===== src/logic/ex_pkg.sv =====
// Shared constants, opcodes and register map of the DSP execute unit.
package ex_pkg;

  // ****************************************
  // Widths and fixed values
  // ****************************************
  localparam int          STACK_DEPTH    = 8;
  localparam int          SHORT_IMM_W    = 13;
  localparam int          REPEAT_SHORT_W = 8;
  localparam int          PSHIFT_L4_AMT  = 4;
  localparam int          PSHIFT_R6_AMT  = 6;
  localparam logic [15:0] NMI_VECTOR     = 16'h0024;
  localparam logic [31:0] SAT_MAX        = 32'h7FFFFFFF;
  localparam logic [31:0] SAT_MIN        = 32'h80000000;

  // ****************************************
  // Product shift encodings
  // ****************************************
  localparam logic [1:0] PSHIFT_NONE   = 2'h0;
  localparam logic [1:0] PSHIFT_LEFT1  = 2'h1;
  localparam logic [1:0] PSHIFT_LEFT4  = 2'h2;
  localparam logic [1:0] PSHIFT_RIGHT6 = 2'h3;

  // ****************************************
  // Return condition bits
  // ****************************************
  localparam int COND_W  = 6;
  localparam int COND_EQ = 0;
  localparam int COND_NE = 1;
  localparam int COND_LT = 2;
  localparam int COND_GT = 3;
  localparam int COND_C  = 4;
  localparam int COND_NC = 5;

  // ****************************************
  // Register map and status layout
  // ****************************************
  localparam logic [2:0] REG_STATUS = 3'h0;
  localparam logic [2:0] REG_ACC    = 3'h1;
  localparam logic [2:0] REG_PROD   = 3'h2;
  localparam logic [2:0] REG_MCAND  = 3'h3;
  localparam logic [2:0] REG_COUNT  = 3'h4;
  localparam logic [2:0] REG_TOP    = 3'h5;
  localparam int         ST_PSHIFT  = 0;
  localparam int         ST_CARRY   = 2;
  localparam int         ST_SAT     = 3;

  typedef enum logic [4:0] {
    nop_op, multiply_op, multiply_accumulate_op, multiply_short_immediate_op,
    multiply_subtract_op, multiply_unsigned_op, negate_op, soft_nmi_op,
    normalize_op, or_op, port_out_op, product_to_accumulator_op,
    pop_to_accumulator_op, pop_to_memory_op, push_from_memory_op,
    push_accumulator_op, carry_clear_op, subroutine_return_op,
    conditional_return_op, rotate_left_op, rotate_right_op,
    saturation_mode_clear_op, repeat_next_op, repeat_short_immediate_op
  } op_t;

  typedef enum logic [1:0] {SRC_MEM, SRC_SHORT, SRC_LONG} src_t;

endpackage


===== src/logic/dsp_exec.sv =====
// Execute unit for multiply, stack, return, rotate, status and repeat instructions.
// Behaviour
// - Multiply loads product with multiplicand times memory, 13-bit or 16-bit immediate.
// - Multiply-accumulate adds scaled old product to accumulator, forms new product.
// - Short-immediate multiply treats its 13-bit constant as signed.
// - Multiply-subtract subtracts scaled old product from accumulator, forms new product.
// - Unsigned multiply treats both operands as unsigned.
// - Negate replaces accumulator with its two's complement.
// - Software interrupt jumps to vector 24h exactly like hardware interrupt.
// - Normalize shifts the signed accumulator left one bit when nonzero and not yet normalized.
// - OR combines accumulator with memory or shifted immediate, zeros elsewhere.
// - Port output writes memory word to port with I/O select low.
// - Product load copies scaled product into accumulator.
// - Pop to accumulator fills low half, clears high half, pops.
// - Pop to memory stores top entry then pops.
// - Push from memory pushes down then stores memory word on top.
// - Push accumulator pushes down then stores low accumulator half on top.
// - Carry clear sets carry to zero.
// - Return loads program counter from top entry and pops.
// - Conditional return returns only when all chosen conditions hold.
// - Rotates move accumulator exactly one bit left or right.
// - Saturation clear turns off result saturation.
// - Repeat loads count from memory low byte or immediate; runs next count+1 times.
// - Short repeat loads 8-bit immediate count; runs next count+1 times.
// - Product shift: none, left one, left four, right six sign-extended.
module dsp_exec (
  // Clock and reset
  input  wire logic            clk_i,
  input  wire logic            reset_n_i,
  // Instruction issue
  input  wire logic            instr_valid_i,
  input  wire ex_pkg::op_t     instr_op_i,
  input  wire ex_pkg::src_t    instr_src_i,
  input  wire logic [15:0]     instr_imm_i,
  input  wire logic [3:0]      instr_shift_i,
  input  wire logic [5:0]      instr_cond_i,
  input  wire logic [15:0]     next_pc_i,
  output logic                 instr_ready_o,
  // Data memory
  input  wire logic [15:0]     mem_data_i,
  output logic                 mem_wr_o,
  output logic [15:0]          mem_wdata_o,
  // Program counter
  output logic                 pc_load_o,
  output logic [15:0]          pc_value_o,
  // I/O port space
  input  wire logic            ready_i,
  output logic                 io_space_select_n_o,
  output logic                 external_access_strobe_n_o,
  output logic                 io_read_write_o,
  output logic [15:0]          io_addr_o,
  output logic [15:0]          io_data_o,
  // Register port
  input  wire logic [2:0]      reg_addr_i,
  input  wire logic [31:0]     reg_wdata_i,
  input  wire logic            reg_wr_i,
  input  wire logic            reg_rd_i,
  output logic [31:0]          reg_rdata_o
);

  // ****************************************
  // State
  // ****************************************
  typedef enum logic [1:0] {S_IDLE, S_REP, S_IO} fsm_t;
  typedef logic [ex_pkg::STACK_DEPTH-1:0][15:0] stack_t;

  typedef struct packed {
    fsm_t          fsm;
    logic [31:0]   acc;
    logic [31:0]   prod;
    logic [15:0]   mcand;
    logic          carry;
    logic          sat_mode;
    logic [1:0]    pshift;
    logic [15:0]   rcount;
    logic          armed;
    stack_t        stk;
    ex_pkg::op_t   h_op;
    ex_pkg::src_t  h_src;
    logic [15:0]   h_imm;
    logic [3:0]    h_shift;
    logic [5:0]    h_cond;
    logic          io_n;
    logic          strobe_n;
    logic          rw;
    logic [15:0]   io_addr;
    logic [15:0]   io_data;
    logic          pc_load;
    logic [15:0]   pc_value;
    logic          mem_wr;
    logic [15:0]   mem_wdata;
    logic [31:0]   rdata;
  } state_t;

  state_t        s_reg;
  state_t        s_next;
  logic          go;
  logic          in_rep;
  ex_pkg::op_t   e_op;
  ex_pkg::src_t  e_src;
  logic [15:0]   e_imm;
  logic [3:0]    e_shift;
  logic [5:0]    e_cond;
  logic [15:0]   opnd;
  logic [15:0]   short_opnd;
  logic [15:0]   rep_src;

  // ****************************************
  // Functions
  // ****************************************
  function automatic logic [31:0] pscale(input logic [31:0] p, input logic [1:0] m);
    case (m)
      ex_pkg::PSHIFT_LEFT1:  pscale = p << 1;
      ex_pkg::PSHIFT_LEFT4:  pscale = p << ex_pkg::PSHIFT_L4_AMT;
      ex_pkg::PSHIFT_RIGHT6: pscale = $signed(p) >>> ex_pkg::PSHIFT_R6_AMT;
      default:               pscale = p;
    endcase
  endfunction

  // Adds or subtracts with one guard bit and saturates when enabled.
  function automatic logic [31:0] accum(input logic [31:0] a, input logic [31:0] b,
                                        input logic sub, input logic sat);
    logic [32:0] r;
    r = sub ? {a[31], a} - {b[31], b} : {a[31], a} + {b[31], b};
    if (sat && (r[32] != r[31])) accum = r[32] ? ex_pkg::SAT_MIN : ex_pkg::SAT_MAX;
    else accum = r[31:0];
  endfunction

  function automatic logic [31:0] smul(input logic [15:0] a, input logic [15:0] b);
    smul = 32'($signed(a)) * 32'($signed(b));
  endfunction

  function automatic stack_t push(input stack_t st, input logic [15:0] v);
    for (int i = ex_pkg::STACK_DEPTH - 1; i > 0; i--) st[i] = st[i-1];
    st[0] = v;
    return st;
  endfunction

  // The bottom entry is duplicated on a pop, as in a shift-register stack.
  function automatic stack_t pop(input stack_t st);
    for (int i = 0; i < ex_pkg::STACK_DEPTH - 1; i++) st[i] = st[i+1];
    return st;
  endfunction

  function automatic logic cond_met(input logic [5:0] c, input logic [31:0] a, input logic cy);
    logic [5:0] h;
    h                 = '0;
    h[ex_pkg::COND_EQ] = (a == '0);
    h[ex_pkg::COND_NE] = (a != '0);
    h[ex_pkg::COND_LT] = a[31];
    h[ex_pkg::COND_GT] = !a[31] && (a != '0);
    h[ex_pkg::COND_C]  = cy;
    h[ex_pkg::COND_NC] = !cy;
    cond_met = &(~c | h);
  endfunction

  // Flow-changing and I/O instructions run once even after a repeat.
  function automatic logic one_shot(input ex_pkg::op_t op);
    one_shot = (op == ex_pkg::port_out_op) || (op == ex_pkg::subroutine_return_op) ||
               (op == ex_pkg::conditional_return_op) || (op == ex_pkg::soft_nmi_op) ||
               (op == ex_pkg::repeat_next_op) || (op == ex_pkg::repeat_short_immediate_op);
  endfunction

  // ****************************************
  // Operand selection
  // ****************************************
  assign in_rep     = (s_reg.fsm == S_REP);
  assign go         = in_rep || ((s_reg.fsm == S_IDLE) && instr_valid_i);
  assign e_op       = in_rep ? s_reg.h_op : instr_op_i;
  assign e_src      = in_rep ? s_reg.h_src : instr_src_i;
  assign e_imm      = in_rep ? s_reg.h_imm : instr_imm_i;
  assign e_shift    = in_rep ? s_reg.h_shift : instr_shift_i;
  assign e_cond     = in_rep ? s_reg.h_cond : instr_cond_i;
  assign short_opnd = 16'($signed(e_imm[ex_pkg::SHORT_IMM_W-1:0]));

  always_comb begin
    case (e_src)
      ex_pkg::SRC_SHORT: opnd = short_opnd;
      ex_pkg::SRC_LONG:  opnd = e_imm;
      default:           opnd = mem_data_i;
    endcase
    case (e_src)
      ex_pkg::SRC_MEM: rep_src = 16'(mem_data_i[ex_pkg::REPEAT_SHORT_W-1:0]);
      ex_pkg::SRC_LONG: rep_src = e_imm;
      default:          rep_src = 16'(e_imm[ex_pkg::REPEAT_SHORT_W-1:0]);
    endcase
  end

  // ****************************************
  // Next state
  // ****************************************
  always_comb begin
    s_next         = s_reg;
    s_next.pc_load = 1'b0;
    s_next.mem_wr  = 1'b0;
    s_next.rdata   = '0;
    if (reg_rd_i) begin
      case (reg_addr_i)
        ex_pkg::REG_STATUS: begin
          s_next.rdata[ex_pkg::ST_PSHIFT +: 2] = s_reg.pshift;
          s_next.rdata[ex_pkg::ST_CARRY]       = s_reg.carry;
          s_next.rdata[ex_pkg::ST_SAT]         = s_reg.sat_mode;
        end
        ex_pkg::REG_ACC:   s_next.rdata = s_reg.acc;
        ex_pkg::REG_PROD:  s_next.rdata = s_reg.prod;
        ex_pkg::REG_MCAND: s_next.rdata = {16'h0000, s_reg.mcand};
        ex_pkg::REG_COUNT: s_next.rdata = {16'h0000, s_reg.rcount};
        ex_pkg::REG_TOP:   s_next.rdata = {16'h0000, s_reg.stk[0]};
        default:           s_next.rdata = '0;
      endcase
    end
    if (reg_wr_i) begin
      case (reg_addr_i)
        ex_pkg::REG_STATUS: begin
          s_next.pshift   = reg_wdata_i[ex_pkg::ST_PSHIFT +: 2];
          s_next.carry    = reg_wdata_i[ex_pkg::ST_CARRY];
          s_next.sat_mode = reg_wdata_i[ex_pkg::ST_SAT];
        end
        ex_pkg::REG_MCAND: s_next.mcand = reg_wdata_i[15:0];
        default: ;
      endcase
    end
    if (go) begin
      case (e_op)
        ex_pkg::multiply_op: s_next.prod = smul(s_reg.mcand, opnd);
        ex_pkg::multiply_accumulate_op: begin
          s_next.acc  = accum(s_reg.acc, pscale(s_reg.prod, s_reg.pshift), 1'b0, s_reg.sat_mode);
          s_next.prod = smul(s_reg.mcand, mem_data_i);
        end
        ex_pkg::multiply_short_immediate_op: s_next.prod = smul(s_reg.mcand, short_opnd);
        ex_pkg::multiply_subtract_op: begin
          s_next.acc  = accum(s_reg.acc, pscale(s_reg.prod, s_reg.pshift), 1'b1, s_reg.sat_mode);
          s_next.prod = smul(s_reg.mcand, mem_data_i);
        end
        ex_pkg::multiply_unsigned_op: s_next.prod = 32'(s_reg.mcand) * 32'(mem_data_i);
        ex_pkg::negate_op: s_next.acc = accum('0, s_reg.acc, 1'b1, s_reg.sat_mode);
        ex_pkg::soft_nmi_op: begin
          s_next.stk      = push(s_reg.stk, next_pc_i);
          s_next.pc_load  = 1'b1;
          s_next.pc_value = ex_pkg::NMI_VECTOR;
        end
        ex_pkg::normalize_op: begin
          if ((s_reg.acc != '0) && (s_reg.acc[31] == s_reg.acc[30])) s_next.acc = s_reg.acc << 1;
        end
        ex_pkg::or_op: begin
          if (e_src == ex_pkg::SRC_MEM) s_next.acc = s_reg.acc | {16'h0000, mem_data_i};
          else s_next.acc = s_reg.acc | ({16'h0000, e_imm} << e_shift);
        end
        ex_pkg::port_out_op: begin
          s_next.fsm      = S_IO;
          s_next.io_n     = 1'b0;
          s_next.strobe_n = 1'b0;
          s_next.rw       = 1'b0;
          s_next.io_addr  = e_imm;
          s_next.io_data  = mem_data_i;
        end
        ex_pkg::product_to_accumulator_op: s_next.acc = pscale(s_reg.prod, s_reg.pshift);
        ex_pkg::pop_to_accumulator_op: begin
          s_next.acc = {16'h0000, s_reg.stk[0]};
          s_next.stk = pop(s_reg.stk);
        end
        ex_pkg::pop_to_memory_op: begin
          s_next.mem_wr    = 1'b1;
          s_next.mem_wdata = s_reg.stk[0];
          s_next.stk       = pop(s_reg.stk);
        end
        ex_pkg::push_from_memory_op: s_next.stk = push(s_reg.stk, mem_data_i);
        ex_pkg::push_accumulator_op: s_next.stk = push(s_reg.stk, s_reg.acc[15:0]);
        ex_pkg::carry_clear_op: s_next.carry = 1'b0;
        ex_pkg::subroutine_return_op: begin
          s_next.pc_load  = 1'b1;
          s_next.pc_value = s_reg.stk[0];
          s_next.stk      = pop(s_reg.stk);
        end
        ex_pkg::conditional_return_op: begin
          if (cond_met(e_cond, s_reg.acc, s_reg.carry)) begin
            s_next.pc_load  = 1'b1;
            s_next.pc_value = s_reg.stk[0];
            s_next.stk      = pop(s_reg.stk);
          end
        end
        ex_pkg::rotate_left_op: begin
          s_next.carry = s_reg.acc[31];
          s_next.acc   = {s_reg.acc[30:0], s_reg.carry};
        end
        ex_pkg::rotate_right_op: begin
          s_next.carry = s_reg.acc[0];
          s_next.acc   = {s_reg.carry, s_reg.acc[31:1]};
        end
        ex_pkg::saturation_mode_clear_op: s_next.sat_mode = 1'b0;
        ex_pkg::repeat_next_op: begin
          s_next.rcount = rep_src;
          s_next.armed  = 1'b1;
        end
        ex_pkg::repeat_short_immediate_op: begin
          s_next.rcount = 16'(e_imm[ex_pkg::REPEAT_SHORT_W-1:0]);
          s_next.armed  = 1'b1;
        end
        default: ;
      endcase
      if (in_rep) begin
        s_next.rcount = s_reg.rcount - 16'h0001;
        if (s_reg.rcount == 16'h0001) s_next.fsm = S_IDLE;
      end else if (s_reg.armed && (e_op != ex_pkg::repeat_next_op) &&
                   (e_op != ex_pkg::repeat_short_immediate_op)) begin
        s_next.armed = 1'b0;
        if ((s_reg.rcount != '0) && !one_shot(e_op)) begin
          s_next.fsm     = S_REP;
          s_next.h_op    = e_op;
          s_next.h_src   = e_src;
          s_next.h_imm   = e_imm;
          s_next.h_shift = e_shift;
          s_next.h_cond  = e_cond;
        end
      end
    end
    if ((s_reg.fsm == S_IO) && ready_i) begin
      s_next.fsm      = S_IDLE;
      s_next.io_n     = 1'b1;
      s_next.strobe_n = 1'b1;
      s_next.rw       = 1'b1;
    end
  end

  always_ff @(posedge clk_i or negedge reset_n_i) begin
    if (!reset_n_i) begin
      s_reg          <= '0;
      s_reg.io_n     <= 1'b1;
      s_reg.strobe_n <= 1'b1;
      s_reg.rw       <= 1'b1;
    end else begin
      s_reg <= s_next;
    end
  end

  // ****************************************
  // Outputs
  // ****************************************
  assign instr_ready_o              = (s_reg.fsm == S_IDLE);
  assign mem_wr_o                   = s_reg.mem_wr;
  assign mem_wdata_o                = s_reg.mem_wdata;
  assign pc_load_o                  = s_reg.pc_load;
  assign pc_value_o                 = s_reg.pc_value;
  assign io_space_select_n_o        = s_reg.io_n;
  assign external_access_strobe_n_o = s_reg.strobe_n;
  assign io_read_write_o            = s_reg.rw;
  assign io_addr_o                  = s_reg.io_addr;
  assign io_data_o                  = s_reg.io_data;
  assign reg_rdata_o                = s_reg.rdata;
endmodule // dsp_exec


===== config.mk =====
export PLATFORM = sky130hd
export DESIGN_NAME = dsp_exec
export DESIGN_NICKNAME = d
export VERILOG_FILES = /design/src/logic/ex_pkg.sv /design/src/logic/dsp_exec.sv
export SDC_FILE = /design/constraint.sdc
export NUM_CORES = 2
export LEC_CHECK = 0
export ABC_AREA = 1
export CAP_MARGIN = 20
export CORE_MARGIN = 5
export CORE_UTILIZATION = 40
export CTS_BUF_LIST = sky130_fd_sc_hd__clkbuf_8
export CTS_CLUSTER_DIAMETER = 40
export DETAILED_ROUTE_END_ITERATION = 10
export DONT_BUFFER_PORTS = 1
export SYNTH_ARGS = -nofsm -noshare
export SYNTH_HDL_FRONTEND = slang
export SYNTH_SLANG_ARGS = --single-unit

===== constraint.sdc =====
create_clock -name clk_i -period 13.9 [get_ports clk_i]
set_input_delay 1.39 -clock clk_i [delete_from_list [all_inputs] [get_ports clk_i]]
set_output_delay 1.39 -clock clk_i [all_outputs]
set_load 0.1 [all_outputs]

==> flow_summary.toml <==
[sta]
finalClockSkew_ps = 59.4
slew_viol_final = 0
finalSetupViolations = 0
hold_violations = 0
max_freq_ghz = 0.101
min_period_over_period_pct = 71.5
final_period_minus_worst_setup_slack_ps = 9940
worst_pin_slew_ps = 1260
rsz0062_at_grt = "no"
relSlewSlack_pct = 16.0
finalSetupTns_ps = 0

[floorplanning]
fp.coreArea_um2 = 150000
dieWidth_um = 399
start_util_pct = 40.3
die_h_um = 399
rows = 142
ios = 208
die-area_um2 = 159000

[drt]
num_vias = 55388
dr.pass1.iters = 8
wl_per_cell_um = 23.1
route.detailed.drc = 0
drt_wl_total_um = 236000
drtAntennaViolNets = 0
via_per_inst = 5.42
dr.first_iter.drc_count = 5913

[grt]
grt_pass1_wl_um = 354000
overflow = 0
grt.total_usage_pct = 29.7
antenna_found_initial = 24
grt_max_degree = 364
grt_pass1_vias = 55079

[setup_path]
path_buf_inv = 7
reg2reg_slack_ps = 3960
start_kind = "flip-flop"
crit_family = "adder cells"
crit_slowest_cell = "fa_1"
path_max_fanout = 24
max_stage_delay_ps = 970
critical_path.endpoint_type = "flip-flop"
r2r_end = "s_reg[327]"
cp.arrival_ps = 10620
worst_ep_required_time_ps = 14580
crit_type = "flip-flop to flip-flop"
reg2reg_depth = 30
crit_path_frequent_cell = "fa_1"
timing.rr.start = "s_reg[363]"

[logic_synthesis]
async_reset_ff_share_pct = 100
synth-simple-area-share_pct = 22.9
ys_seq_area_share_pct = 15.0
yosysTopAreaCell = "fa_1"
synthAdderAreaFrac_pct = 35.2
yosys.area_share.xor_xnor_pct = 1.83
ys_types = 56
synth_area_um2 = 60500
synth_top_family_by_area = "adder cells"
synth-compound-area-share_pct = 10.7
syn_nets = 9723
yosys_register_bits = 363
ys_warn_count = 0
synth_top_area_share_pct = 27.3
synth.area.mux_share_pct = 0.0352
synth.area.top_cells = "fa_1 27%, dfrtp_1 15%, nand2_1 13%, inv_1 10%, ha_1 7.9%"
synth_cells = 8411
syn_area_per_cell_um2 = 7.19
synth_edf_count = 0
synthFlopType = "dfrtp_1"

[clocking]
numClockSinks = 363
h-tree-depth = 3
clk_pin_slew_ps = 60
postCtsHoldBufs = 0
cts_tree = "done"
cts_buffers = 81
postCtsSetupRepairBufs = 0
clk_latency_ps = 780
cts_max_path_buffers = 3
post_cts_resized = 0
cts_root_buf = "clkbuf_8"

[cells_and_area]
fin_nets = 9445
largest_reg_flops = 264
area_delta_synth_final_pct = 4.65
layout-drive-gt1-share_pct = 3.83
stdcell_area_um2 = 63300

[place]
placed_cell_area_um2 = 61400
routabilityCongestion = 1.06
hpwl_um = 189000
io_buffers = 0

[outcome]
status = "completed"

[worst_hold_path]
hold_class = "primary input to asynchronous set/reset pin"

[run]
cap_violations = 0
==> worst register-to-register path: cells and delay by family, from the launching register on <==
kind	cells	cell delay [ps]
adders and majority gates	8	4760
AOI/OAI and AO/OA	6	1920
and+or+nand+nor	9	1470
buffers and inverters	7	1280
DFF	1	450
==> metrics by stage <==
step	cells	utilization, %	setup slack [ps]	hold WS (ps)
after floorplan	8411	-	5650	443
after global placement	10064	40.9	4050	461
after detailed placement	10064	40.9	4090	472
after CTS	10206	42.1	4150	261
after global routing	10221	42.1	3480	310
final	10227	42.1	3960	369
==> synth_stat cells (74+ instances only) <==
library cell,number
inv_1,1652
nand4_1,78
o21ai_1,102
nand2_1,2052
dfrtp_1,362
xor2_1,91
buf_2,74
a21oi_1,335
nor2_1,760
o22ai_1,89
clkbuf_1,230
ha_1,381
nand3_1,399
buf_4,113
o21ai_0,452
fa_1,825
==> cell families after synthesis <==
group / Yosys count
muxes: 2
adders and majority gates: 1206
AOI/OAI and AO/OA: 1164
and+or+nand+nor: 3422
DFF: 363
xor gates and xnor gates: 126
buffers and inverters: 2128
==> per-layer routing <==
layer	up-vias	track usage [%]	share of wire, %
li1	25197	-	-
met1	27114	40.6	42
met2	2563	44.3	42
met3	510	6.56	9.4
met4	4	15.1	5.8
met5	-	0	0.011
==> worst max path at each step <==
stage / startpoint / to / slack, ps / depth (start not counted)
4_1_cts: s_reg[363] / s_reg[327] / 4150 / 30
3_3_place_gp: instr_src_i[1] / s_reg[322] / 4050 / 26
3_5_place_dp: instr_src_i[1] / s_reg[322] / 4090 / 26
6_report: s_reg[363] / s_reg[327] / 3960 / 30
5_1_grt: s_reg[363] / s_reg[327] / 3480 / 30
2_1_floorplan: instr_src_i[0] / s_reg[330] / 5650 / 31
==> final cells by class <==
class | instances | area [um2]
multi-input combinational | 5920 | 42800
clock buffer | 94 | 1290
sequential | 363 | 9090
timing repair buffer | 94 | 738
inverter | 1673 | 6280
antenna | 19 | 47.5
clock inverter | 48 | 472
fill | 15795 | 86900
tap | 2016 | 2520
==> cells in the final DEF (no fill, tap or decap), drive strengths merged, types with 16 or more instances in the layout <==
cell / instances
nand2: 2063
inv: 1690
fa: 825
nor2: 769
o21ai: 568
nand3: 399
ha: 381
dfrtp: 362
a21oi: 336
clkbuf: 94
buf: 94
o22ai: 92
xor2: 91
nand4: 78
nor3: 57
xnor2: 35
o211ai: 30
o21bai: 27
o221ai: 24
or2: 23
diode: 19
a21o: 18
clkinv: 16
Power is left out: the tool's default activity adds up to more than one toggle a clock period on the data nets, which glitch-free logic cannot reach.
